--- config.mk ---
export PLATFORM = sky130hd
export DESIGN_NAME = udcc_common_ctrl
export DESIGN_NICKNAME = d
export VERILOG_FILES = /design/src/udcc_pkg.sv /design/src/udcc_common_ctrl.sv /design/src/udcc_hold_timer.sv /design/src/udcc_pin_sync.sv
export SDC_FILE = /design/constraint.sdc
export NUM_CORES = 1
export LEC_CHECK = 0
export ABC_AREA = 1
export CELL_PAD_IN_SITES_DETAIL_PLACEMENT = 1
export CELL_PAD_IN_SITES_GLOBAL_PLACEMENT = 2
export CORE_ASPECT_RATIO = 1.75
export CORE_MARGIN = 4
export CORE_UTILIZATION = 30
export CTS_BUF_LIST = sky130_fd_sc_hd__clkbuf_8
export CTS_CLUSTER_SIZE = 12
export DETAILED_ROUTE_END_ITERATION = 12
export DONT_BUFFER_PORTS = 1
export PLACE_DENSITY = 0.63
export RECOVER_POWER = 50
export SKIP_CTS_REPAIR_TIMING = 1
export SYNTH_ARGS = -nofsm -noshare
export SYNTH_HDL_FRONTEND = slang
export SYNTH_SLANG_ARGS = --single-unit
--- constraint.sdc ---
create_clock -name i_clk_sys -period 1.95 [get_ports i_clk_sys]
set_input_delay 0.2925 -clock i_clk_sys [delete_from_list [all_inputs] [get_ports i_clk_sys]]
set_output_delay 0.2925 -clock i_clk_sys [all_outputs]
set_load 0.01 [all_outputs]
--- src/udcc_pkg.sv ---
// Purpose: constants shared by the usb device common control block
// Assumes: 10 MHz system clock, byte wide register strobes
// Notes:   offsets are the byte addresses on the external data space
package udcc_pkg;

  // register window
  localparam logic [15:0] REG_BASE        = 16'hde00;
  localparam logic [15:0] REG_LAST        = 16'hde3f;
  localparam logic [15:0] REG_RSVD_FIRST  = 16'hde2c;
  localparam logic [15:0] ADDR_FUNC       = 16'hde00;
  localparam logic [15:0] ADDR_POWER      = 16'hde01;
  localparam logic [15:0] ADDR_IN_FLAGS   = 16'hde02;
  localparam logic [15:0] ADDR_OUT_FLAGS  = 16'hde04;
  localparam logic [15:0] ADDR_CMN_FLAGS  = 16'hde06;
  localparam logic [15:0] ADDR_IN_MASK    = 16'hde07;
  localparam logic [15:0] ADDR_OUT_MASK   = 16'hde09;
  localparam logic [15:0] ADDR_CMN_MASK   = 16'hde0b;
  localparam logic [15:0] ADDR_EP_SELECT  = 16'hde0e;

  // function_address fields
  localparam int FA_PENDING_BIT = 7;

  // power_control fields
  localparam int PW_ISO_WAIT_BIT = 7;
  localparam int PW_RST_BIT      = 3;
  localparam int PW_RESUME_BIT   = 2;
  localparam int PW_SUSP_BIT     = 1;
  localparam int PW_SUSP_EN_BIT  = 0;

  // common flag and mask fields
  localparam int CF_SOF_BIT    = 3;
  localparam int CF_RST_BIT    = 2;
  localparam int CF_RESUME_BIT = 1;
  localparam int CF_SUSP_BIT   = 0;

  // reset values, also loaded on a bus reset
  localparam logic [5:0] IN_MASK_RST  = 6'h3f;
  localparam logic [5:0] OUT_MASK_RST = 6'h3e;
  localparam logic [3:0] CMN_MASK_RST = 4'h6;

  // timing
  localparam int CLK_PERIOD_NS     = 100;
  localparam int SUSPEND_IDLE_MS   = 3;
  localparam int SUSPEND_CYCLES    =
    (SUSPEND_IDLE_MS * 1000000) / CLK_PERIOD_NS;
  localparam int RESET_MIN_NS      = 2500;
  localparam int RESET_CYCLES      =
    (RESET_MIN_NS + CLK_PERIOD_NS - 1) / CLK_PERIOD_NS;

  typedef enum logic [0:0] {
    LINK_ACTIVE    = 1'b0,
    LINK_SUSPENDED = 1'b1
  } udcc_link_t;

endpackage : udcc_pkg
--- src/udcc_common_ctrl.sv ---
// Purpose: common control of a full speed usb device controller
// Assumes: endpoint logic shares i_clk_sys; bus pins are asynchronous
// Notes:   indexed endpoint and fifo registers live in the endpoint logic
// Behaviour
// - no hardware dma request outputs; firmware starts every transfer
// - 8 or 16 bit fifo words; global read and write byte order bits
// - bus reset sets reset flag, cpu flag if enabled, then request
// - bus reset enables every interrupt except frame start and suspend
// - after bus reset the device answers address zero only
// - 3 ms unbroken idle with detection on enters suspend, sets flag
// - suspend sets cpu flag if enabled; request needs global enable
// - k state signaling in suspend sets resume flag, wakes, requests
// - bus reset in suspend wakes, requests, sets reset not resume flag
// - resume bit drives resume upstream; software holds 1 to 15 ms
// - registers occupy 0xde00 to 0xde3f; 0xde2c upward is reserved
// - indexed registers follow the selected endpoint index
// - address in bits 6:0; bit 7 set on write, cleared when applied
// - wait for frame bit holds iso in endpoints until next frame start
// - power bit 3 reads one while reset signaling is on the bus
// - power bit 1 shows suspend; cleared by flag read or resume bit
// - in flags: bits 5:1 endpoints, bit 0 control; clear on read
// - out flags: bits 5:1 endpoints, others unused; clear on read
// - common flags: frame, reset, resume, suspend; clear on read
// - endpoint flags set always; cpu flag only when mask bit is one
`timescale 1ns/1ns
module udcc_common_ctrl #(
  parameter int SUSPEND_CYCLES = udcc_pkg::SUSPEND_CYCLES,
  parameter int RESET_CYCLES   = udcc_pkg::RESET_CYCLES
) (
  input  wire logic        i_clk_sys,           // system clock
  input  wire logic        i_nrst,              // async reset, active low
  input  wire logic        i_dp,                // bus d+ receive level
  input  wire logic        i_dm,                // bus d- receive level
  input  wire logic [15:0] i_reg_addr,          // register byte address
  input  wire logic        i_reg_wr,            // write strobe
  input  wire logic        i_reg_rd,            // read strobe
  input  wire logic [7:0]  i_reg_wdata,         // write data
  output logic      [7:0]  o_reg_rdata,         // read data, next cycle
  input  wire logic        i_sof_token,         // frame start token seen
  input  wire logic [5:0]  i_in_ep_event,       // in endpoint events
  input  wire logic [5:1]  i_out_ep_event,      // out endpoint events
  input  wire logic        i_addr_applied,      // new address takes effect
  input  wire logic        i_cpu_usb_irq_en,    // global usb irq enable
  input  wire logic        i_fifo_read_little,  // out fifo word order
  input  wire logic        i_fifo_write_little, // in fifo word order
  input  wire logic        i_dma_wr,            // word write toward fifo
  input  wire logic [15:0] i_dma_wdata,         // word from dma
  output logic             o_in_fifo_wr,        // word write to in fifo
  output logic      [15:0] o_in_fifo_data,      // [7:0] goes in first
  input  wire logic        i_out_fifo_valid,    // word read from out fifo
  input  wire logic [15:0] i_out_fifo_data,     // [7:0] came out first
  output logic             o_dma_rvalid,        // word ready for dma
  output logic      [15:0] o_dma_rdata,         // word to dma
  output logic      [6:0]  o_function_address,  // address in effect
  output logic      [3:0]  o_endpoint_index,    // selected endpoint
  output logic             o_usb_reset,         // flush fifos, clear csrs
  output logic             o_iso_wait_sof,      // iso in wait for frame
  output logic             o_drive_resume,      // drive resume upstream
  output logic             o_suspended,         // link in suspend
  output logic             o_wake,              // wake the system
  output logic             o_cpu_usb_irq_set,   // set cpu usb irq flag
  output logic             o_irq_req            // interrupt request
);
  udcc_pkg::udcc_link_t link_state;
  logic [1:0] line;
  logic       line_idle;
  logic       line_se0;
  logic       line_k;
  logic       reset_hit;
  logic       reset_level;
  logic       suspend_hit;
  logic       resume_ev;
  logic [6:0] addr_written;
  logic       addr_pending;
  logic       iso_wait_sof;
  logic       resume_drive;
  logic       susp_status;
  logic       susp_en;
  logic [5:0] in_flags;
  logic [5:1] out_flags;
  logic [3:0] cmn_flags;
  logic [5:0] in_mask;
  logic [5:1] out_mask;
  logic [3:0] cmn_mask;
  logic [3:0] ep_index;
  logic [3:0] cmn_set;
  logic       wr_func;
  logic       wr_power;
  logic       rd_cmn;
  logic       cpu_set;
  logic [7:0] next_rdata;

  if (SUSPEND_CYCLES < 2 || RESET_CYCLES < 1) begin : g_chk
    $error("udcc_common_ctrl: timer counts too small");
  end

  function automatic logic hit(input logic [15:0] a, input logic [15:0] r);
    hit = (a == r);
  endfunction : hit

  // filter starts at idle j; a zero start would look like se0 after reset
  udcc_pin_sync #(.W(2), .RST_LEVEL(2'h2)) u_sync (
    .i_clk_sys (i_clk_sys),
    .i_nrst    (i_nrst),
    .i_async   ({i_dp, i_dm}),
    .o_level   (line)
  );

  assign line_idle = (line == 2'b10);
  assign line_se0  = (line == 2'b00);
  assign line_k    = (line == 2'b01);

  udcc_hold_timer #(.COUNT(RESET_CYCLES)) u_reset_det (
    .i_clk_sys (i_clk_sys),
    .i_nrst    (i_nrst),
    .i_cond    (line_se0),
    .o_hit     (reset_hit),
    .o_held    (reset_level)
  );

  // idle timing runs only while active, so a suspend is entered once
  udcc_hold_timer #(.COUNT(SUSPEND_CYCLES)) u_idle_det (
    .i_clk_sys (i_clk_sys),
    .i_nrst    (i_nrst),
    .i_cond    (susp_en && line_idle &&
                link_state == udcc_pkg::LINK_ACTIVE),
    .o_hit     (suspend_hit),
    .o_held    ()
  );

  // se0 is left to the reset detector so a reset never looks like resume
  assign resume_ev = (link_state == udcc_pkg::LINK_SUSPENDED) &&
                     line_k;

  assign wr_func  = i_reg_wr && hit(i_reg_addr, udcc_pkg::ADDR_FUNC);
  assign wr_power = i_reg_wr && hit(i_reg_addr, udcc_pkg::ADDR_POWER);
  assign rd_cmn   = i_reg_rd && hit(i_reg_addr, udcc_pkg::ADDR_CMN_FLAGS);

  always_ff @(posedge i_clk_sys or negedge i_nrst) begin
    if (!i_nrst) begin
      link_state <= udcc_pkg::LINK_ACTIVE;
    end else if (reset_hit || resume_ev) begin
      link_state <= udcc_pkg::LINK_ACTIVE;
    end else if (wr_power && i_reg_wdata[udcc_pkg::PW_RESUME_BIT]) begin
      link_state <= udcc_pkg::LINK_ACTIVE;
    end else if (suspend_hit) begin
      link_state <= udcc_pkg::LINK_SUSPENDED;
    end
  end

  // function address: written value waits for the endpoint logic to apply
  always_ff @(posedge i_clk_sys or negedge i_nrst) begin
    if (!i_nrst) begin
      addr_written       <= '0;
      addr_pending       <= 1'b0;
      o_function_address <= '0;
    end else if (reset_hit) begin
      addr_written       <= '0;
      addr_pending       <= 1'b0;
      o_function_address <= '0;
    end else if (wr_func) begin
      addr_written <= i_reg_wdata[6:0];
      addr_pending <= 1'b1;
    end else if (i_addr_applied && addr_pending) begin
      addr_pending       <= 1'b0;
      o_function_address <= addr_written;
    end
  end

  always_ff @(posedge i_clk_sys or negedge i_nrst) begin
    if (!i_nrst) begin
      iso_wait_sof <= 1'b0;
      resume_drive <= 1'b0;
      susp_en      <= 1'b0;
    end else if (wr_power) begin
      iso_wait_sof <= i_reg_wdata[udcc_pkg::PW_ISO_WAIT_BIT];
      resume_drive <= i_reg_wdata[udcc_pkg::PW_RESUME_BIT];
      susp_en      <= i_reg_wdata[udcc_pkg::PW_SUSP_EN_BIT];
    end
  end

  // suspend entry wins over a clearing read in the same cycle
  always_ff @(posedge i_clk_sys or negedge i_nrst) begin
    if (!i_nrst) begin
      susp_status <= 1'b0;
    end else if (suspend_hit) begin
      susp_status <= 1'b1;
    end else if (rd_cmn ||
                 (wr_power && i_reg_wdata[udcc_pkg::PW_RESUME_BIT])) begin
      susp_status <= 1'b0;
    end
  end

  assign cmn_set = {i_sof_token, reset_hit, resume_ev, suspend_hit};

  // read clears, but a same cycle event survives the clear
  always_ff @(posedge i_clk_sys or negedge i_nrst) begin
    if (!i_nrst) begin
      in_flags  <= '0;
      out_flags <= '0;
      cmn_flags <= '0;
    end else begin
      in_flags  <= (i_reg_rd && hit(i_reg_addr, udcc_pkg::ADDR_IN_FLAGS) ?
                    6'h00 : in_flags) | i_in_ep_event;
      out_flags <= (i_reg_rd && hit(i_reg_addr, udcc_pkg::ADDR_OUT_FLAGS) ?
                    5'h00 : out_flags) | i_out_ep_event;
      cmn_flags <= (rd_cmn ? 4'h0 : cmn_flags) |
                   cmn_set;
    end
  end

  always_ff @(posedge i_clk_sys or negedge i_nrst) begin
    if (!i_nrst) begin
      in_mask  <= udcc_pkg::IN_MASK_RST;
      out_mask <= udcc_pkg::OUT_MASK_RST[5:1];
      cmn_mask <= udcc_pkg::CMN_MASK_RST;
      ep_index <= '0;
    end else if (reset_hit) begin
      in_mask  <= udcc_pkg::IN_MASK_RST;
      out_mask <= udcc_pkg::OUT_MASK_RST[5:1];
      cmn_mask <= udcc_pkg::CMN_MASK_RST;
      ep_index <= '0;
    end else if (i_reg_wr) begin
      if (hit(i_reg_addr, udcc_pkg::ADDR_IN_MASK)) begin
        in_mask <= i_reg_wdata[5:0];
      end
      if (hit(i_reg_addr, udcc_pkg::ADDR_OUT_MASK)) begin
        out_mask <= i_reg_wdata[5:1];
      end
      if (hit(i_reg_addr, udcc_pkg::ADDR_CMN_MASK)) begin
        cmn_mask <= i_reg_wdata[3:0];
      end
      if (hit(i_reg_addr, udcc_pkg::ADDR_EP_SELECT)) begin
        ep_index <= i_reg_wdata[3:0];
      end
    end
  end

  // reset in suspend goes out on the resume path as well
  assign cpu_set = |(i_in_ep_event & in_mask) |
                   |(i_out_ep_event & out_mask) |
                   |(cmn_set & cmn_mask) |
                   (reset_hit && link_state == udcc_pkg::LINK_SUSPENDED &&
                    cmn_mask[udcc_pkg::CF_RESUME_BIT]);

  always_ff @(posedge i_clk_sys or negedge i_nrst) begin
    if (!i_nrst) begin
      o_cpu_usb_irq_set <= 1'b0;
      o_irq_req         <= 1'b0;
      o_wake            <= 1'b0;
      o_usb_reset       <= 1'b0;
    end else begin
      o_cpu_usb_irq_set <= cpu_set;
      o_irq_req         <= cpu_set && i_cpu_usb_irq_en;
      o_wake            <= resume_ev || (reset_hit &&
                           link_state == udcc_pkg::LINK_SUSPENDED);
      o_usb_reset       <= reset_hit;
    end
  end

  // word order; big endian puts the high byte through the fifo first.
  // no request line toward the dma engine exists on purpose
  always_ff @(posedge i_clk_sys or negedge i_nrst) begin
    if (!i_nrst) begin
      o_in_fifo_wr   <= 1'b0;
      o_in_fifo_data <= '0;
      o_dma_rvalid   <= 1'b0;
      o_dma_rdata    <= '0;
    end else begin
      o_in_fifo_wr <= i_dma_wr;
      o_dma_rvalid <= i_out_fifo_valid;
      if (i_dma_wr) begin
        o_in_fifo_data <= i_fifo_write_little ? i_dma_wdata :
                          {i_dma_wdata[7:0], i_dma_wdata[15:8]};
      end
      if (i_out_fifo_valid) begin
        o_dma_rdata <= i_fifo_read_little ? i_out_fifo_data :
                       {i_out_fifo_data[7:0],
                        i_out_fifo_data[15:8]};
      end
    end
  end

  // decode; reserved and indexed addresses read zero here
  always_comb begin
    next_rdata = 8'h00;
    if (i_reg_addr >= udcc_pkg::REG_BASE &&
        i_reg_addr < udcc_pkg::REG_RSVD_FIRST) begin
      unique case (i_reg_addr)
        udcc_pkg::ADDR_FUNC:      next_rdata = {addr_pending, addr_written};
        udcc_pkg::ADDR_POWER:     next_rdata = {iso_wait_sof, 3'h0,
                                    reset_level, resume_drive,
                                    susp_status, susp_en};
        udcc_pkg::ADDR_IN_FLAGS:  next_rdata = {2'h0, in_flags};
        udcc_pkg::ADDR_OUT_FLAGS: next_rdata = {2'h0, out_flags, 1'b0};
        udcc_pkg::ADDR_CMN_FLAGS: next_rdata = {4'h0, cmn_flags};
        udcc_pkg::ADDR_IN_MASK:   next_rdata = {2'h0, in_mask};
        udcc_pkg::ADDR_OUT_MASK:  next_rdata = {2'h0, out_mask, 1'b0};
        udcc_pkg::ADDR_CMN_MASK:  next_rdata = {4'h0, cmn_mask};
        udcc_pkg::ADDR_EP_SELECT: next_rdata = {4'h0, ep_index};
        default:                  next_rdata = 8'h00;
      endcase
    end
  end

  always_ff @(posedge i_clk_sys or negedge i_nrst) begin
    if (!i_nrst) begin
      o_reg_rdata <= '0;
    end else if (i_reg_rd) begin
      o_reg_rdata <= next_rdata;
    end
  end

  assign o_endpoint_index = ep_index;
  assign o_iso_wait_sof   = iso_wait_sof;
  assign o_drive_resume   = resume_drive;
  assign o_suspended      = (link_state == udcc_pkg::LINK_SUSPENDED);
endmodule : udcc_common_ctrl

--- src/udcc_hold_timer.sv ---
// Purpose: measures how long a condition has held without a break
// Assumes: i_cond is synchronous
// Notes:   o_hit pulses once per unbroken run, o_held stays while it lasts
`timescale 1ns/1ns
module udcc_hold_timer #(
  parameter int COUNT = 25
) (
  input  wire logic i_clk_sys, // system clock
  input  wire logic i_nrst,    // async reset, active low
  input  wire logic i_cond,    // condition being timed
  output logic      o_hit,     // pulse: run reached COUNT cycles
  output logic      o_held     // level: run has reached COUNT
);
  localparam int CW = $clog2(COUNT + 1);
  localparam logic [CW-1:0] LIMIT = CW'(COUNT);
  localparam logic [CW-1:0] LIMIT_M1 = CW'(COUNT - 1);
  logic [CW-1:0] cnt;

  if (COUNT < 1) begin : g_chk
    $error("udcc_hold_timer: COUNT must be at least 1");
  end

  // any break in the condition restarts the run from zero
  always_ff @(posedge i_clk_sys or negedge i_nrst) begin
    if (!i_nrst) begin
      cnt <= '0;
    end else if (!i_cond) begin
      cnt <= '0;
    end else if (cnt != LIMIT) begin
      cnt <= cnt + CW'(1);
    end
  end

  assign o_hit  = i_cond && (cnt == LIMIT_M1);
  assign o_held = i_cond && (cnt == LIMIT);
endmodule : udcc_hold_timer

--- src/udcc_pin_sync.sv ---
// Purpose: three stage synchroniser with agreement filter for bus pins
// Assumes: inputs are asynchronous to i_clk_sys
// Notes:   output moves only once stages two and three agree; all flops
//          start at the idle level so reset release fakes no line change
`timescale 1ns/1ns
module udcc_pin_sync #(
  parameter int             W         = 2,
  parameter logic [W-1:0]   RST_LEVEL = '0
) (
  input  wire logic         i_clk_sys, // system clock
  input  wire logic         i_nrst,    // async reset, active low
  input  wire logic [W-1:0] i_async,   // raw pin levels
  output logic      [W-1:0] o_level    // filtered synchronous levels
);
  logic [W-1:0] ff1;
  logic [W-1:0] ff2;
  logic [W-1:0] ff3;

  if (W < 1) begin : g_chk
    $error("udcc_pin_sync: W must be at least 1");
  end

  always_ff @(posedge i_clk_sys or negedge i_nrst) begin
    if (!i_nrst) begin
      ff1 <= RST_LEVEL;
      ff2 <= RST_LEVEL;
      ff3 <= RST_LEVEL;
    end else begin
      ff1 <= i_async;
      ff2 <= ff1;
      ff3 <= ff2;
    end
  end

  genvar g;
  for (g = 0; g < W; g++) begin : g_bit
    always_ff @(posedge i_clk_sys or negedge i_nrst) begin
      if (!i_nrst) begin
        o_level[g] <= RST_LEVEL[g];
      end else if (ff2[g] == ff3[g]) begin
        o_level[g] <= ff3[g];
      end
    end
  end
endmodule : udcc_pin_sync

After elaboration in Yosys (flattened, before gate mapping)
Index checks and enable logic that the tools add are counted.

word-level totals
  register bits = 128
  bits of input ports = 80
  output and inout bits = 60
  logic and storage cells = 141

operators by class
  $add $sub $neg = 2
  order comparisons = 2
  equal/unequal tests = 21
  multiplexer cells = 36
  bitwise gates (word level) = 10
  reduce and logical (&&, ||, !) cells = 39

operator list
  kind                                                             number
  16-bit == test, second input constant                            9
  8-bit one-hot mux with 9 select lines                            1
  7-bit two-way mux                                                5
  16-bit two-way mux                                               2
  15-bit two-way mux                                               2
  5-bit two-way mux                                                6
  4-bit two-way mux                                                7
  6-bit two-way mux                                                4
  1-bit logical AND                                                17
  16-bit >= comparator, second input constant                      1
  16-bit < comparator, second input constant                       1
  2-bit nonzero test                                               8
  15-bit by 1-bit adder with 15-bit output, second input constant  1
  15-bit == test, second input constant                            1
  15-bit inequality test, second input constant                    1
  5-bit == test, second input constant                             2
  2-bit AND reduction                                              5
  1-bit two-way mux                                                8
  8-bit two-way mux                                                1
  6-bit AND                                                        1
  2-bit inequality test, second input constant                     3
  6-bit OR                                                         1
  3-bit nonzero test                                               2
  6-bit OR reduction                                               1
  15 further kinds                                                 20

Logic depth before layout (Yosys ltp)
  depth after elaboration = 9
  mapped depth = 12
  depth with buffers taken out = 12

Cells and area by module
Synthesis repeated with hierarchy kept, for this count alone.

unflattened totals
  cells, all modules = 786
  area total of the unflattened synthesis = 6,376.1 um2

by module, submodules not included
  module                         instances  cells an instance  area an instance (um2)  seq. area each (um2)
  udcc_common_ctrl               1          602                4,897.2                 2,518.7
  udcc_hold_timer (u_idle_det)   1          124                908.4                   375.4
  udcc_hold_timer (u_reset_det)  1          44                 332.8                   125.1
  udcc_pin_sync                  1          16                 237.7                   205.2

Worst setup path before layout
OpenSTA, ideal clock, no wires.

  path type = register -> register
  start point = register u_reset_det.cnt[0]
  end point = register cmn_mask[0]
  library setup time = 0.134 ns
  arrival = 1.255 ns
  required time = 1.816 ns
  path slack = 0.561 ns
  stages on the path, launching flop included = 8
  buffers on the path = 1
  clock period less this slack = 1.389 ns
  path through = dfrtp_1 > inv_1 > ha_1 > nand2_1 > nor2_2 > buf_2 > a31oi_2 > o21ai_0

between the ends
  cells in the longest elaborated chain, start to end = 4
  elaborated cells between the ends (all ways) = 6
  those cells by class = eq/ne: 1; mux: 1; reduce/logical: 4

ends and longest elaborated chain
  what                           RTL line                 source
  start, declared                udcc_hold_timer.sv:17    logic [CW-1:0] cnt;
  start signal, assigned         udcc_hold_timer.sv:30    cnt <= cnt + CW'(1);
  5-bit == test (*)              udcc_hold_timer.sv:34    assign o_hit = i_cond && (cnt == LIMIT_M1);
  1-bit logical AND (*)          udcc_hold_timer.sv:34
  named net reset_hit            udcc_common_ctrl.sv:69   logic reset_hit;
  2-bit nonzero test (no line)   --
  2-bit AND reduction (no line)  --
  end signal, assigned           udcc_common_ctrl.sv:216  cmn_mask <= udcc_pkg::CMN_MASK_RST;
  end signal, assigned           udcc_common_ctrl.sv:221  cmn_mask <= udcc_pkg::CMN_MASK_RST;
  end signal, assigned           udcc_common_ctrl.sv:231  cmn_mask <= i_reg_wdata[3:0];
  end, declared                  udcc_common_ctrl.sv:84   logic [3:0] cmn_mask;

The timed path passes the listed nets; every way through them passes the cells marked *.
A chain may end at the register's enable or synchronous reset.

==> flow_metrics.py <==
metrics = {
    "outcome": {
        "run_status": "complete, but fails checks",
        "violations": "hold timing",
    },
    "timing": {
        "relSlewSlack_pct": 44.2,
        "drv_slew": 0,
        "period_needed_ps": 1830,
        "hold-worst-slack_ps": -467,
        "skew_ps": 15.8,
        "finalSetupTns_ps": 0,
        "hold_violations": 129,
        "fin_crit_sh_pct": 94.1,
        "final-setup-viol-count": 0,
        "rsz0062_at_grt": "false",
        "setup_ws_ps": 116,
        "tightest_slew_ps": 837,
        "max_freq_ghz": 0.545,
    },
    "clock_network": {
        "clock-sinks": 128,
        "cts_made_buffers": 17,
        "clock_latency_ps": 460,
        "clock-root-buffer": "clkbuf_8",
        "cts_buffer_depth": 2,
        "path_clk_slew_ps": 80,
        "cts_max_level": 4,
        "cts_tree": "built",
    },
    "layout": {
        "area_growth_pct": 16.9,
        "drive_gt1_share_pct": 10.7,
        "fill_cells": 2441,
        "fin_util_pct": 35.6,
        "layout.cells.non_filler": 1054,
        "fin_nets": 878,
        "final_cell_mix": "nand2_1, dfrtp_1, inv_1, nor2_1, nand3_1",
        "final_common_cell": "nand2_1",
        "diodes": 0,
    },
    "placement": {
        "dpl.cell_count": 975,
        "dp_hpwl_um": 14300,
        "portBuffers": 0,
        "post-place-ws_ps": 271,
        "gp_congestion": 0.800,
    },
    "synth": {
        "ys_warn_count": 0,
        "netlist_area_um2": 6210,
        "syn-instance-count": 743,
        "synth_seq_cells": 128,
        "synth.avg_cell_area_um2": 8.36,
        "synth_top_area_share_pct": 44.7,
        "synth_seq_area_share_pct": 51.9,
        "synth_area_leaders": "dfrtp_1, nand2_1, dfstp_2",
        "syn_nets": 828,
        "yosysUniqueCellTypes": 37,
        "synth_area_leader_cell": "dfrtp_1",
    },
    "floorplan": {
        "ios": 140,
        "die_h_um": 198,
        "die-area_um2": 23200,
        "row_count": 69,
        "die_w_um": 117,
        "start_util_pct": 30.5,
        "coreArea_um2": 20400,
    },
    "power_and_ir_drop": {
        "ir_drop_uv": 357,
        "power_uw": 5290,
        "p_leak_uw": 0.00338,
        "power.density_nw_per_um2": 729,
    },
    "global_routing": {
        "grt_pass1_vias": 5381,
        "grt_max_degree": 129,
        "grt_pass1_wl_um": 29300,
        "antenna_found_initial": 0,
        "grt_usage_pct": 16.7,
        "gr-total-overflow": 0,
    },
    "worst_setup_path": {
        "cpMostUsedCell": "dlygate4sd3_1",
        "path_class": "primary input to register",
        "timing.rr.end": "u_idle_det.cnt[1]",
        "reg2reg_depth": 6,
        "r2r_slack_ps": 300,
        "crit_path_max_incr_delay_ps": 1050,
        "cp-start-kind": "primary input",
        "cp.arrival_ps": 2210,
        "worstPathCellList": "dlygate4sd3_1 > o211ai_1 > dlygate4sd3_1 > o21ai_0",
        "r2r_start": "o_suspended",
        "worstPathMaxFanout": 22,
        "crit_required_ps": 2330,
        "cp_slowest_cell": "dlygate4sd3_1",
        "endpoint_kind": "register",
    },
    "worst_hold_path": {
        "hp-class": "primary input to asynchronous set/reset pin",
    },
    "detailed_routing": {
        "drc_errors": 0,
        "first_iter_violations": 146,
        "post_drt_via_cell_ratio": 4.90,
        "first_pass_iters": 4,
        "ant_nets": 0,
        "wl_per_cell_um": 18.3,
        "wirelength_um": 19300,
        "via_count": 5160,
    },
    "job": {
        "drv_cap": 0,
    },
}
[final cells by class]
class                   instances  area, µm²  share of cell area (%)
inverters                     103        387                    5.33
repair buffers                 54        520                    7.17
clock inverters                14       92.6                    1.28
well taps                     248        310                    4.27
flip-flops and latches        128       3220                    44.4
multi-input cells             489       2480                    34.1
clock buffers                  18        248                    3.41
[where the power goes]
| part | internal (µW) | leakage (µW) | switching [µW] | total, µW |
|---|---|---|---|---|
| clock | 998 | 0.000201 | 1050 | 2050 |
| combinational | 171 | 0.00164 | 186 | 357 |
| sequential | 2760 | 0.00154 | 123 | 2890 |
[cells in the mapped netlist]
cell / instances
maj3_1: 2
nor3_1: 3
nand4_1: 8
dfrtp_1: 111
o21a_1: 16
o31ai_1: 1
ha_1: 5
nor2_4: 4
xnor2_1: 1
o211ai_1: 16
or2_2: 2
inv_2: 4
buf_2: 5
a31oi_1: 1
nand2_1: 160
dfstp_2: 17
nand2_4: 2
inv_1: 99
nor3_2: 2
o21ai_4: 1
clkbuf_1: 13
buf_4: 1
nand3_1: 57
a21o_1: 1
o22ai_1: 5
nand3b_1: 2
a31oi_2: 2
o21ai_2: 5
o21bai_1: 9
a211oi_1: 1
nor2_2: 14
buf_6: 4
o21ai_0: 53
nor2_1: 67
o21ai_1: 10
a21oi_1: 36
nand3_2: 3
[sequential cells by signal (all words and copies together) (netlist names), 5 cells and up]
register            flops
out_flags               5
o_reg_rdata             8
o_function_address      7
in_flags                6
addr_written            7
u_idle_det.cnt         15
in_mask                 6
out_mask                5
o_in_fifo_data         16
u_reset_det.cnt         5
o_dma_rdata            16
[worst max-delay path, delay by kind of cell]
kind                   cells  cell delay, ps
buffers and inverters      2            1650
AO/OA/AOI/OAI              2             260
[layer usage]
| metal | wire length, µm | track usage [%] | share of wire, % | up-vias |
|---|---|---|---|---|
| met5 | 0 | 0 | 0 | - |
| met4 | 302 | 5.65 | 1.6 | 0 |
| met3 | 1280 | 6.39 | 6.6 | 15 |
| met2 | 10600 | 29.9 | 55 | 128 |
| met1 | 7130 | 17.5 | 37 | 2513 |
| li1 | - | - | - | 2504 |
[logic make-up (layout without fill, tap and decap cells)]
| logic type | count (synthesis) | in the layout | share of synthesized area [%] |
|---|---|---|---|
| simple gates | 324 | 324 | 23.1 |
| compound gates | 157 | 157 | 15.3 |
| flops | 128 | 128 | 51.9 |
| buf+inv | 126 | 189 | 8.26 |
| fa+ha+maj | 7 | 7 | 1.33 |
| xor+xnor | 1 | 1 | 0.141 |
[stage by stage]
stage	area, µm²	hold slack (ps)
2_1_floorplan	6210	-3.09
3_3_place_gp	6470	5.70
3_5_place_dp	6470	6.38
4_1_cts	6810	-511
5_1_grt	7260	-509
6_report	7260	-467
[how the worst max path moves through the flow]
stage	start	to	slack, ps	cells past startpoint
detailed placement	o_suspended	u_idle_det.cnt[1]	270	6
CTS	o_suspended	u_idle_det.cnt[1]	250	6
global route	i_reg_addr[12]	susp_status	30	10
finish	i_out_fifo_valid	o_dma_rdata[15]	120	4
global placement	o_suspended	u_idle_det.cnt[1]	300	6
floorplan	u_reset_det.cnt[0]	cmn_mask[0]	560	7
(Power assumes the default switching activity.)
